--- config.mk ---
export PLATFORM = sky130hd
export DESIGN_NAME = dfs_dwell_sequencer
export DESIGN_NICKNAME = d
export VERILOG_FILES = /design/src/dfs_dwell_sequencer.v
export VERILOG_INCLUDE_DIRS = /design/src
export SDC_FILE = /design/constraint.sdc
export NUM_CORES = 1
export LEC_CHECK = 0
export ABC_CLOCK_PERIOD_IN_PS = 5900
export BUFFER_PORTS_ARGS = -buffer_cell sky130_fd_sc_hd__buf_2
export CAP_MARGIN = 5
export CORE_MARGIN = 8
export CORE_UTILIZATION = 50
export DETAILED_ROUTE_END_ITERATION = 7
export PLACE_DENSITY_LB_ADDON = 0.2
export SKIP_LAST_GASP = 1
export SYNTH_ARGS = -nofsm -noshare
export SYNTH_HDL_FRONTEND = slang
export SYNTH_SLANG_ARGS = --single-unit
--- constraint.sdc ---
create_clock -name clk -period 5.9 [get_ports clk]
set_input_delay 0 -clock clk [delete_from_list [all_inputs] [get_ports clk]]
set_output_delay 0 -clock clk [all_outputs]
set_load 0.05 [all_outputs]
--- src/dfs_regs.vh ---
// register offsets, field positions, reset values and timing counts of the dwell sequencer
`ifndef DFS_REGS_VH
`define DFS_REGS_VH
`define DFS_OFF_CTRL 8'h00
`define DFS_OFF_ACC_FREQ 8'h04
`define DFS_OFF_ACC_TIME 8'h08
`define DFS_OFF_DEC_FREQ 8'h0c
`define DFS_OFF_DEC_TIME 8'h10
`define DFS_OFF_TARGET 8'h14
`define DFS_OFF_ACC_RATE 8'h18
`define DFS_OFF_DEC_RATE 8'h1c
`define DFS_OFF_STATUS 8'h20
`define DFS_CTRL_RUN 0
`define DFS_CTRL_BRAKE 1
`define DFS_STAT_STATE_LSB 16
`define DFS_STAT_ACCDONE 24
`define DFS_STAT_DECDONE 25
`define DFS_RST_DWELL_FREQ 16'h01f4
`define DFS_RST_DWELL_TIME 7'h00
`define DFS_MAX_DWELL_TIME 7'h64
`define DFS_RST_TARGET 16'h0000
`define DFS_RST_RATE 16'h000a
`define DFS_CLK_PERIOD_NS 4
`define DFS_TENTH_SEC_NS 100000000
`define DFS_RAMP_TICK_NS 1000000
`define DFS_TENTH_CYCLES (`DFS_TENTH_SEC_NS / `DFS_CLK_PERIOD_NS)
`define DFS_RAMP_CYCLES (`DFS_RAMP_TICK_NS / `DFS_CLK_PERIOD_NS)
`endif

--- src/dfs_dwell_sequencer.v ---
// dwell frequency sequencer: run/stop ramp generator with dwell plateaus, apb registers
//
// Behaviour
// - run ramps, holds accel dwell, then accelerates
// - stop ramps, holds decel dwell, then continues
// - after decel dwell, use configured decel rate
// - zero time or zero frequency skips dwell
// - accel dwell only on first run command
// - decel dwell only after a stop command
// - external brake control disables all dwell
// - dwell freq start..max, 5.00 Hz; time 0..10 s
//
// Implementation choices: the APB slave port and the register offsets.
`include "dfs_regs.vh"
module dfs_dwell_sequencer #(
    parameter [15:0] START_FREQ = 16'h0032, // lowest settable dwell frequency, 0.01 Hz
    parameter [15:0] MAX_FREQ = 16'h1770, // highest settable frequency, 0.01 Hz
    parameter integer TENTH_CYCLES = `DFS_TENTH_CYCLES, // clocks per 0.1 s
    parameter integer RAMP_CYCLES = `DFS_RAMP_CYCLES // clocks per ramp step
) (
    input wire clk,
    input wire nrst,
    input wire psel,
    input wire penable,
    input wire pwrite,
    input wire [7:0] paddr,
    input wire [31:0] pwdata,
    output reg [31:0] prdata,
    output wire pready,
    output wire pslverr,
    output reg [15:0] outFreq,
    output reg dwellActive
);
    // one-hot states
    localparam [4:0] ST_STOP = 5'h01;
    localparam [4:0] ST_RUN = 5'h02;
    localparam [4:0] ST_ADW = 5'h04;
    localparam [4:0] ST_DECEL = 5'h08;
    localparam [4:0] ST_DDW = 5'h10;

    // software registers
    reg runCmd_q; // run command bit
    reg brakeEn_q; // external brake control active
    reg [15:0] accFreq_q; // accel dwell frequency
    reg [6:0] accTime_q; // accel dwell time, tenths of a second
    reg [15:0] decFreq_q; // decel dwell frequency
    reg [6:0] decTime_q; // decel dwell time, tenths of a second
    reg [15:0] target_q; // commanded frequency
    reg [15:0] accRate_q; // accel step per ramp tick
    reg [15:0] decRate_q; // decel step per ramp tick
    // sequencer state
    reg [4:0] state_q;
    reg accDone_q; // accel dwell already consumed for this run
    reg decDone_q; // decel dwell already consumed for this stop
    reg [6:0] holdCnt_q; // tenths left in a dwell
    reg [31:0] tenthDiv_q; // tenth-second prescaler
    reg [31:0] rampDiv_q; // ramp-step prescaler

    // bus decode
    wire setupPh = psel & ~penable;
    wire accessWr = psel & penable & pwrite;
    reg mapped; // address hits a register
    reg [31:0] rdMux; // read data selected by address
    assign pready = 1'b1;
    assign pslverr = psel & penable & ~mapped;

    // clamp a dwell frequency into the settable range
    function [15:0] clampFreq;
        input [15:0] v;
        begin
            if (v == 16'h0000) begin
                clampFreq = 16'h0000; // zero kept so the dwell can be switched off
            end else if (v < START_FREQ) begin
                clampFreq = START_FREQ;
            end else if (v > MAX_FREQ) begin
                clampFreq = MAX_FREQ;
            end else begin
                clampFreq = v;
            end
        end
    endfunction

    // clamp a dwell time to ten seconds
    function [6:0] clampTime;
        input [31:0] v;
        begin
            if (v > {25'h0000000, `DFS_MAX_DWELL_TIME}) begin
                clampTime = `DFS_MAX_DWELL_TIME;
            end else begin
                clampTime = v[6:0];
            end
        end
    endfunction

    // ramp and tenth-second enable pulses
    wire rampTick = (rampDiv_q == RAMP_CYCLES - 1);
    wire tenthTick = (tenthDiv_q == TENTH_CYCLES - 1);
    // dwell enables
    wire accDwellOn = (accFreq_q != 16'h0000) & (accTime_q != 7'h00) & ~brakeEn_q;
    wire decDwellOn = (decFreq_q != 16'h0000) & (decTime_q != 7'h00) & ~brakeEn_q;
    // ramp arithmetic
    wire [15:0] tgt = (target_q > MAX_FREQ) ? MAX_FREQ : target_q;
    wire [16:0] upSum = {1'b0, outFreq} + {1'b0, accRate_q};
    wire [15:0] upNext = (upSum[15:0] > tgt || upSum[16]) ? tgt : upSum[15:0];
    wire [15:0] dnStep = (outFreq > decRate_q) ? outFreq - decRate_q : 16'h0000;
    wire [15:0] dnTrack = (dnStep < tgt) ? tgt : dnStep;

    // read multiplexer and address decode
    always @* begin
        mapped = 1'b1;
        rdMux = 32'h00000000;
        case (paddr)
            `DFS_OFF_CTRL: begin
                rdMux[`DFS_CTRL_RUN] = runCmd_q;
                rdMux[`DFS_CTRL_BRAKE] = brakeEn_q;
            end
            `DFS_OFF_ACC_FREQ: rdMux[15:0] = accFreq_q;
            `DFS_OFF_ACC_TIME: rdMux[6:0] = accTime_q;
            `DFS_OFF_DEC_FREQ: rdMux[15:0] = decFreq_q;
            `DFS_OFF_DEC_TIME: rdMux[6:0] = decTime_q;
            `DFS_OFF_TARGET: rdMux[15:0] = target_q;
            `DFS_OFF_ACC_RATE: rdMux[15:0] = accRate_q;
            `DFS_OFF_DEC_RATE: rdMux[15:0] = decRate_q;
            `DFS_OFF_STATUS: begin
                rdMux[15:0] = outFreq;
                rdMux[`DFS_STAT_STATE_LSB +: 5] = state_q;
                rdMux[`DFS_STAT_ACCDONE] = accDone_q;
                rdMux[`DFS_STAT_DECDONE] = decDone_q;
            end
            default: mapped = 1'b0; // unmapped: reads zero, error in access phase
        endcase
    end

    // read data captured in the setup phase, stable through access
    always @(posedge clk or negedge nrst) begin
        if (!nrst) begin
            prdata <= 32'h00000000;
        end else if (setupPh) begin
            prdata <= rdMux;
        end
    end

    // register writes take effect at the access edge
    always @(posedge clk or negedge nrst) begin
        if (!nrst) begin
            runCmd_q <= 1'b0;
            brakeEn_q <= 1'b0;
            accFreq_q <= `DFS_RST_DWELL_FREQ;
            accTime_q <= `DFS_RST_DWELL_TIME;
            decFreq_q <= `DFS_RST_DWELL_FREQ;
            decTime_q <= `DFS_RST_DWELL_TIME;
            target_q <= `DFS_RST_TARGET;
            accRate_q <= `DFS_RST_RATE;
            decRate_q <= `DFS_RST_RATE;
        end else if (accessWr) begin
            case (paddr)
                `DFS_OFF_CTRL: begin
                    runCmd_q <= pwdata[`DFS_CTRL_RUN];
                    brakeEn_q <= pwdata[`DFS_CTRL_BRAKE];
                end
                `DFS_OFF_ACC_FREQ: accFreq_q <= clampFreq(pwdata[15:0]);
                `DFS_OFF_ACC_TIME: accTime_q <= clampTime(pwdata);
                `DFS_OFF_DEC_FREQ: decFreq_q <= clampFreq(pwdata[15:0]);
                `DFS_OFF_DEC_TIME: decTime_q <= clampTime(pwdata);
                `DFS_OFF_TARGET: target_q <= pwdata[15:0];
                `DFS_OFF_ACC_RATE: accRate_q <= pwdata[15:0];
                `DFS_OFF_DEC_RATE: decRate_q <= pwdata[15:0];
                default: begin
                    // read-only or unmapped: nothing stored
                end
            endcase
        end
    end

    // ramp prescaler, free running
    always @(posedge clk or negedge nrst) begin
        if (!nrst) begin
            rampDiv_q <= 32'h00000000;
        end else if (rampTick) begin
            rampDiv_q <= 32'h00000000;
        end else begin
            rampDiv_q <= rampDiv_q + 32'h00000001;
        end
    end

    // tenth prescaler, restarted whenever no dwell is held so each hold is exact
    always @(posedge clk or negedge nrst) begin
        if (!nrst) begin
            tenthDiv_q <= 32'h00000000;
        end else if (!dwellActive || tenthTick) begin
            tenthDiv_q <= 32'h00000000;
        end else begin
            tenthDiv_q <= tenthDiv_q + 32'h00000001;
        end
    end

    // sequencer
    always @(posedge clk or negedge nrst) begin
        if (!nrst) begin
            state_q <= ST_STOP;
            outFreq <= 16'h0000;
            accDone_q <= 1'b0;
            decDone_q <= 1'b0;
            holdCnt_q <= 7'h00;
            dwellActive <= 1'b0;
        end else begin
            case (state_q)
                // standstill: a run command starts a fresh run
                ST_STOP: begin
                    outFreq <= 16'h0000;
                    dwellActive <= 1'b0;
                    if (runCmd_q) begin
                        accDone_q <= 1'b0;
                        state_q <= ST_RUN;
                    end
                end
                // run: track the commanded frequency
                ST_RUN: begin
                    if (!runCmd_q) begin
                        decDone_q <= 1'b0;
                        state_q <= ST_DECEL;
                    end else if (rampTick) begin
                        if (outFreq < tgt) begin
                            if (!accDone_q && accDwellOn && outFreq < accFreq_q &&
                                    upNext >= accFreq_q && tgt >= accFreq_q) begin
                                outFreq <= accFreq_q;
                                holdCnt_q <= accTime_q;
                                dwellActive <= 1'b1;
                                accDone_q <= 1'b1;
                                state_q <= ST_ADW;
                            end else begin
                                outFreq <= upNext;
                            end
                        end else begin
                            outFreq <= dnTrack; // plain reduction, no dwell
                        end
                    end
                end
                // accel dwell hold
                ST_ADW: begin
                    if (!runCmd_q) begin
                        dwellActive <= 1'b0;
                        decDone_q <= 1'b0;
                        state_q <= ST_DECEL;
                    end else if (brakeEn_q) begin
                        dwellActive <= 1'b0;
                        state_q <= ST_RUN;
                    end else if (tenthTick) begin
                        if (holdCnt_q <= 7'h01) begin
                            dwellActive <= 1'b0;
                            state_q <= ST_RUN;
                        end
                        holdCnt_q <= holdCnt_q - 7'h01;
                    end
                end
                // stop ramp toward zero
                ST_DECEL: begin
                    if (runCmd_q) begin
                        state_q <= ST_RUN; // re-accel keeps accDone
                    end else if (outFreq == 16'h0000) begin
                        state_q <= ST_STOP;
                    end else if (rampTick) begin
                        if (!decDone_q && decDwellOn && outFreq > decFreq_q &&
                                dnStep <= decFreq_q) begin
                            outFreq <= decFreq_q;
                            holdCnt_q <= decTime_q;
                            dwellActive <= 1'b1;
                            decDone_q <= 1'b1;
                            state_q <= ST_DDW;
                        end else begin
                            outFreq <= dnStep;
                        end
                    end
                end
                // decel dwell hold
                ST_DDW: begin
                    if (runCmd_q) begin
                        dwellActive <= 1'b0;
                        state_q <= ST_RUN;
                    end else if (brakeEn_q) begin
                        dwellActive <= 1'b0;
                        state_q <= ST_DECEL;
                    end else if (tenthTick) begin
                        if (holdCnt_q <= 7'h01) begin
                            dwellActive <= 1'b0;
                            state_q <= ST_DECEL;
                        end
                        holdCnt_q <= holdCnt_q - 7'h01;
                    end
                end
                default: begin
                    state_q <= ST_STOP;
                    outFreq <= 16'h0000;
                    dwellActive <= 1'b0;
                end
            endcase
        end
    end
endmodule

# Word level (Yosys, flattened, before mapping)
# Cells that the tools add are included.
word_totals:
  register_bits: 214
  word_cells: 198
classes:
  n_addsub: 5
  order_cmp: 14
  n_eq_ne: 36
  mux: 74
  n_bitwise: 12
  reduce_logical: 39
ops:
  columns: ["operator", "count"]
  rows:
  - ["$mux W16", 15]
  - ["$mux W7", 13]
  - ["$mux W5", 18]
  - ["$add A32 B1 Y32 const B", 2]
  - ["$mux W32", 2]
  - ["$pmux W9 S6", 1]
  - ["$gt A16 B16 Y1", 3]
  - ["$lt A16 B16 Y1", 3]
  - ["$pmux W16 S3", 1]
  - ["$pmux W5 S8", 1]
  - ["$eq A32 B18 Y1 const B", 1]
  - ["$eq A32 B25 Y1 const B", 1]
  - ["$eq A8 B5 Y1 const B", 4]
  - ["$ge A16 B16 Y1", 2]
  - ["$gt A16 B13 Y1 const B", 2]
  - ["$gt A32 B7 Y1 const B", 1]
  - ["$logic_not A16 Y1", 2]
  - ["$reduce_bool A16 Y1", 2]
  - ["$pmux W7 S4", 1]
  - ["$pmux W5 S5", 1]
  - ["$ne A2 B2 Y1 const B", 12]
  - ["$ne A4 B4 Y1 const B", 6]
  - ["$pmux W2 S9", 1]
  - ["$reduce_and A6 Y1", 3]
  - ["other kinds (34)", 82]

# Depth between registers and ports, before layout
depth:
  ltp_word: 13
  depth_mapped: 30
  depth_no_buf: 26

# Worst setup path after synthesis
# Ideal clock, no wire load.
synth_timing:
  path_kind: "reg-to-reg"
  from: "reg outFreq[0]"
  to: "reg outFreq[15]"
  setup_time_ns: 0.120
  t_arrival_ns: 6.322
  path_slack_ns: -0.542
  path_stages_with_launch: 26
  n_path_buf: 2
  synth_period_minus_slack_ns: 6.442
  path_cell_list: "dfrtp_1 -> ha_1 -> fa_1 -> a211oi_1 -> o211ai_1 -> a221o_1 -> xor2_1 -> ha_1 -> a211o_1 -> o211ai_1 -> a21oi_1 -> o41a_1 -> a21oi_1 -> buf_2 -> mux2_2 -> ha_1 -> a21o_1 -> a31oi_1 -> o21ai_0 -> a221o_1 -> a21oi_1 -> or2_2 -> clkbuf_1 -> nor2_1 -> a311o_1 -> a31o_2"
synth_between:
  elab_chain_len: 12
synth_rtl:
  columns: ["item", "line_no", "rtl"]
  rows:
  - ["start, declared", "dfs_dwell_sequencer.v:31", "output reg [15:0] outFreq,"]
  - ["start signal, assigned", "dfs_dwell_sequencer.v:226", "outFreq <= accFreq_q;"]
  - ["start signal, assigned", "dfs_dwell_sequencer.v:232", "outFreq <= upNext;"]
  - ["start signal, assigned", "dfs_dwell_sequencer.v:235", "outFreq <= dnTrack;"]
  - ["$add A16 B16 Y17", "dfs_dwell_sequencer.v:103", "wire [16:0] upSum = {1'b0, outFreq} + {1'b0, accRate_q};"]
  - ["$gt A16 B16 Y1", "dfs_dwell_sequencer.v:104", "wire [15:0] upNext = (upSum[15:0] > tgt || upSum[16]) ? tgt : upSum[15:0];"]
  - ["$logic_or A1 B1 Y1", "dfs_dwell_sequencer.v:104", null]
  - ["$mux W16", "dfs_dwell_sequencer.v:104", null]
  - ["$ge A16 B16 Y1", "dfs_dwell_sequencer.v:225", "upNext >= accFreq_q && tgt >= accFreq_q) begin"]
  - ["$logic_and A1 B1 Y1", "dfs_dwell_sequencer.v:224", "if (!accDone_q && accDwellOn && outFreq < accFreq_q &&"]
  - ["$logic_and A1 B1 Y1", "dfs_dwell_sequencer.v:225", null]
  - ["$mux W16", "dfs_dwell_sequencer.v:224", null]
  - ["$mux W16", "dfs_dwell_sequencer.v:223", "if (outFreq < tgt) begin"]
  - ["$mux W16", "dfs_dwell_sequencer.v:222", "end else if (rampTick) begin"]
  - ["$mux W16", "dfs_dwell_sequencer.v:219", "if (!runCmd_q) begin"]
  - ["$pmux W16 S3", "dfs_dwell_sequencer.v:207", "case (state_q)"]
# Several ways; a longest one is shown, not always the timed one. The select of a mux whose other input is x is not followed.
# A chain may end at the register's enable or synchronous reset.

# Worst setup path after layout
# Same ends and word-level chain as after synthesis.

==> impl_metrics.tcl <==
set metrics [dict create \
    cts-htree-levels 1 \
    die_y_um 192.3 \
    synth.yosys.warnings 0 \
    synth_area_per_cell_um2 8.924 \
    cp_top_family "compound AO/OA/AOI/OAI gates" \
    areaGrowthSynthToFinish_pct 20.18 \
    worst_path_max_delay_cell "dfrtp_2" \
    die_x_um 192.3 \
    cp_data_arrival_time_ps 6330 \
    drt_iter0_markers 1758 \
    finalCritPeriodShare_pct 100.2 \
    cts.clk_slew.worst_paths_ps 70 \
    first_pass_iters 6 \
    dieArea_um2 36990 \
    cp_max_fo 8 \
    cp-end-kind "flip-flop" \
    wl_per_cell_um 25.01 \
    regArea_um2 5381 \
    synth_edf_count 0 \
    synth_xor_area_share_pct 4.901 \
    drv_cap 0 \
    grt_pass1_vias 14550 \
    synth_top_family_by_area "simple AND/OR/NAND/NOR gates" \
    total_power_mw 8.153 \
    violations "hold timing, setup timing" \
    cp_num_buf_inv 0 \
    synthCells 1742 \
    critical_path_class "reg2reg" \
    async_reset_ff_share_pct 100.0 \
    crit_required_ps 6310 \
    synthMuxAreaShare_pct 6.117 \
    grt_setup_unrepaired "true" \
    whs_ps -9.941 \
    worst_clock_skew_ps 45.01 \
    clock_latency_ps 560 \
    dr_total_vias 15020 \
    power_density_nw_per_um2 436.4 \
    root_buffer "clkbuf_16" \
    hpwl_um 45950 \
    finalSetupViolations 1 \
    nFillCells 2672 \
    overflow 0 \
    multi_input_area_um2 9776 \
    slew_headroom_pct 31.44 \
    port_buffers 85 \
    leakage_nw 8.842 \
    num_io_pins 96 \
    antenna_found_initial 3 \
    track_usage_pct 31.76 \
    routed_wirelength_um 59820 \
    coreArea_um2 30590 \
    antenna_left 0 \
    slew_violations 0 \
    worst_pin_slew_ps 1002 \
    fmax_mhz 169.1 \
    synth.distinct_cells 78 \
    fin_crit_ps 5915 \
    ys.flop_type "dfrtp_1" \
    ir_drop_uv 612.4 \
    fin_setup_tns_ps -14.63 \
    min_path_type "in2async" \
    syn_area_um2 15550 \
    grt_max_degree 161 \
    row_count 64 \
    ys_seq_elements 214 \
    finalHoldViolCount 18 \
    tritoncts "yes" \
    yosysSeqAreaShare_pct 34.58 \
    clock_path_buffers 3 \
    nNetsFinal 2182 \
    fin_ws_ps -14.63 \
    synthSimpleGateAreaFrac_pct 18.53 \
    start_util_pct 50.82 \
    critical-path-max-stage-delay_ps 430 \
    grt_pass1_wl_um 89300 \
    gp_congestion 1.070 \
    cts_num_sinks 214 \
    synth_adder_area_share_pct 13.22 \
    drc_errors 0 \
    synth_compound_area_share_pct 18.48 \
    status "finished, violations left" \
    vias_per_cell 6.277 \
    drive_gt1_share_pct 19.91 \
    cts_buffers 26 \
    critPathLaunchType "flip-flop" \
    path_cells "ha_4 -> fa_2 -> a211oi_2 -> o211ai_1 -> a221o_1 -> xor2_1 -> ha_2 -> a211o_1 -> o211ai_1 -> a21oi_1 -> o41a_1 -> a21oi_2 -> mux2_2 -> ha_1 -> a21o_1 -> a31oi_1 -> o21ai_1 -> a221o_1 -> a21oi_4 -> or2_4 -> nor2_1 -> a311o_1 -> a31o_2" \
]
==> area by class of cell <==
class                      count  share of cell area (%)
multi-input combinational   1391                   52.32
sequential                   214                   28.80
timing repair buffer         255                   9.744
clock buffer                  36                   4.005
tap                          396                   2.652
inverter                      86                   1.728
clock inverter                12                  0.7166
antenna                        2                 0.02679
==> stage by stage <==
| stage | instances | setup WS, ps | instance area, µm² | util [%] |
|---|---|---|---|---|
| global route | 2390 | -174.5 | 18680 | 61.06 |
| finish | 2392 | -14.63 | 18680 | 61.08 |
| CTS | 2387 | 0.1963 | 18560 | 60.69 |
| global placement | 2306 | -102.1 | 17320 | 56.63 |
| floorplan | 1762 | 5.330 | 15660 | - |
| detailed placement | 2306 | -235.3 | 17320 | 56.63 |
==> synthesized netlist by cell type (all sizes together) (22+ instances only) <==
| master | count | share of area, % |
|---|---|---|
| nand4 | 36 | 1.5 |
| a221oi | 22 | 1.2 |
| xnor2 | 41 | 2.3 |
| nand2 | 191 | 4.6 |
| xor2 | 46 | 2.6 |
| ha | 161 | 13 |
| nor3 | 35 | 1.1 |
| mux2i | 23 | 1.5 |
| a21oi | 92 | 3.0 |
| and3 | 24 | 0.97 |
| dfrtp | 197 | 32 |
| nand2b | 22 | 0.89 |
| a22oi | 38 | 1.9 |
| nor4 | 33 | 1.3 |
| o21ai | 122 | 3.9 |
| mux2 | 64 | 4.6 |
| nor2 | 138 | 3.3 |
| inv | 86 | 2.1 |
| nand3 | 59 | 1.9 |
| clkbuf | 54 | 1.3 |
| a21o | 30 | 1.4 |
==> worst paths after layout <==
check,startpoint,endpoint,slack [ps],cells after the start
min,nrst,tenthDiv_q[26],-10,2
min in group clk,paddr[7],prdata[4],50,5
max,outFreq[0],outFreq[15],-10,23
max reg2reg,outFreq[0],outFreq[15],-10,23
min reg2reg,rampDiv_q[0],rampDiv_q[0],460,1
max in group asynchronous,nrst,outFreq[6],4650,3
==> worst register-to-register path: stages (launching register included) <==
cell and delay [ps]:
dfrtp_2 430, ha_4 170, fa_2 360, a211oi_2 230, o211ai_1 220, a221o_1 380
xor2_1 160, ha_2 190, a211o_1 260, o211ai_1 100, a21oi_1 90, o41a_1 430
a21oi_2 200, mux2_2 390, ha_1 300, a21o_1 190, a31oi_1 160, o21ai_1 120
a221o_1 340, a21oi_4 220, or2_4 240, nor2_1 60, a311o_1 320, a31o_2 230
==> timing repair <==
action,in CTS,in global routing
pin swaps,5,14
gates cloned,1,0
buffers inserted,2,3
gates resized for setup,13,22
setup endpoints to repair,19,27
hold buffers,30,0
hold endpoints to repair,144,0
==> sequential cells by signal, indices dropped and copies added (netlist names), 5 cells and up <==
name and cells:
holdCnt_q 7, state_q 5, accRate_q 16, target_q 16
accFreq_q 16, decTime_q 7, decRate_q 16, outFreq 16
prdata 23, tenthDiv_q 32, accTime_q 7, rampDiv_q 32
decFreq_q 16
==> where the power goes <==
part	leakage, nW	switching, mW	total [mW]	internal [mW]
sequential	2.85	0.116	1.67	1.56
clock	0.432	0.681	1.66	0.976
combinational	5.56	2.92	4.82	1.90
==> cells by family (layout without fill, tap and decap cells) <==
family          after synthesis  after routing
flops                       214            214
xor+xnor                     87             87
fa+ha+maj                   163            163
buf+inv                     157            389
compound gates              434            434
other cells                   2             24
mux                          87             87
simple gates                598            598
==> metal layers <==
metal / GRT usage (%) / vias to the layer above / wire, µm
li1: - / 6821 / -
met1: 42.80 / 7240 / 25100
met2: 48.42 / 792 / 25860
met3: 7.806 / 160 / 6197
met4: 12.69 / 2 / 2651
met5: 0 / - / 10
==> cells in the final DEF, fill, tap and decap left out, types with 6 or more instances in the layout <==
master         Yosys  routed
o21a_1             9       9
nand3_1           59      59
dfstp_2           17      17
dfrtp_1          197     193
clkbuf_16          0      26
nand2b_1          22      22
mux2i_1           23      22
nand4_1           35      35
a211oi_1          10       7
buf_2              3      85
ha_1             161     155
mux2_2            64      61
or2_2              7       6
conb_1             2      22
and2_1             9       9
o21ai_1            1       9
a22oi_1           37      37
a22o_1            12      12
clkbuf_8           0       6
a21oi_1           92      88
nor2b_1           12      12
a21o_1            30      30
inv_1             86      86
nand2_1          191     191
nor2_1           138     137
a31oi_1           14      14
xor2_1            46      46
nor3_1            35      34
xnor2_1           41      41
nor4_1            33      31
o211ai_1          11      11
dlygate4sd3_1      0      30
buf_4             11     134
o21ai_0          121     112
a221oi_1          22      21
and3_1            24      24
and4_1             8       8
a2111oi_0          8       6
(Power assumes the default switching activity.)
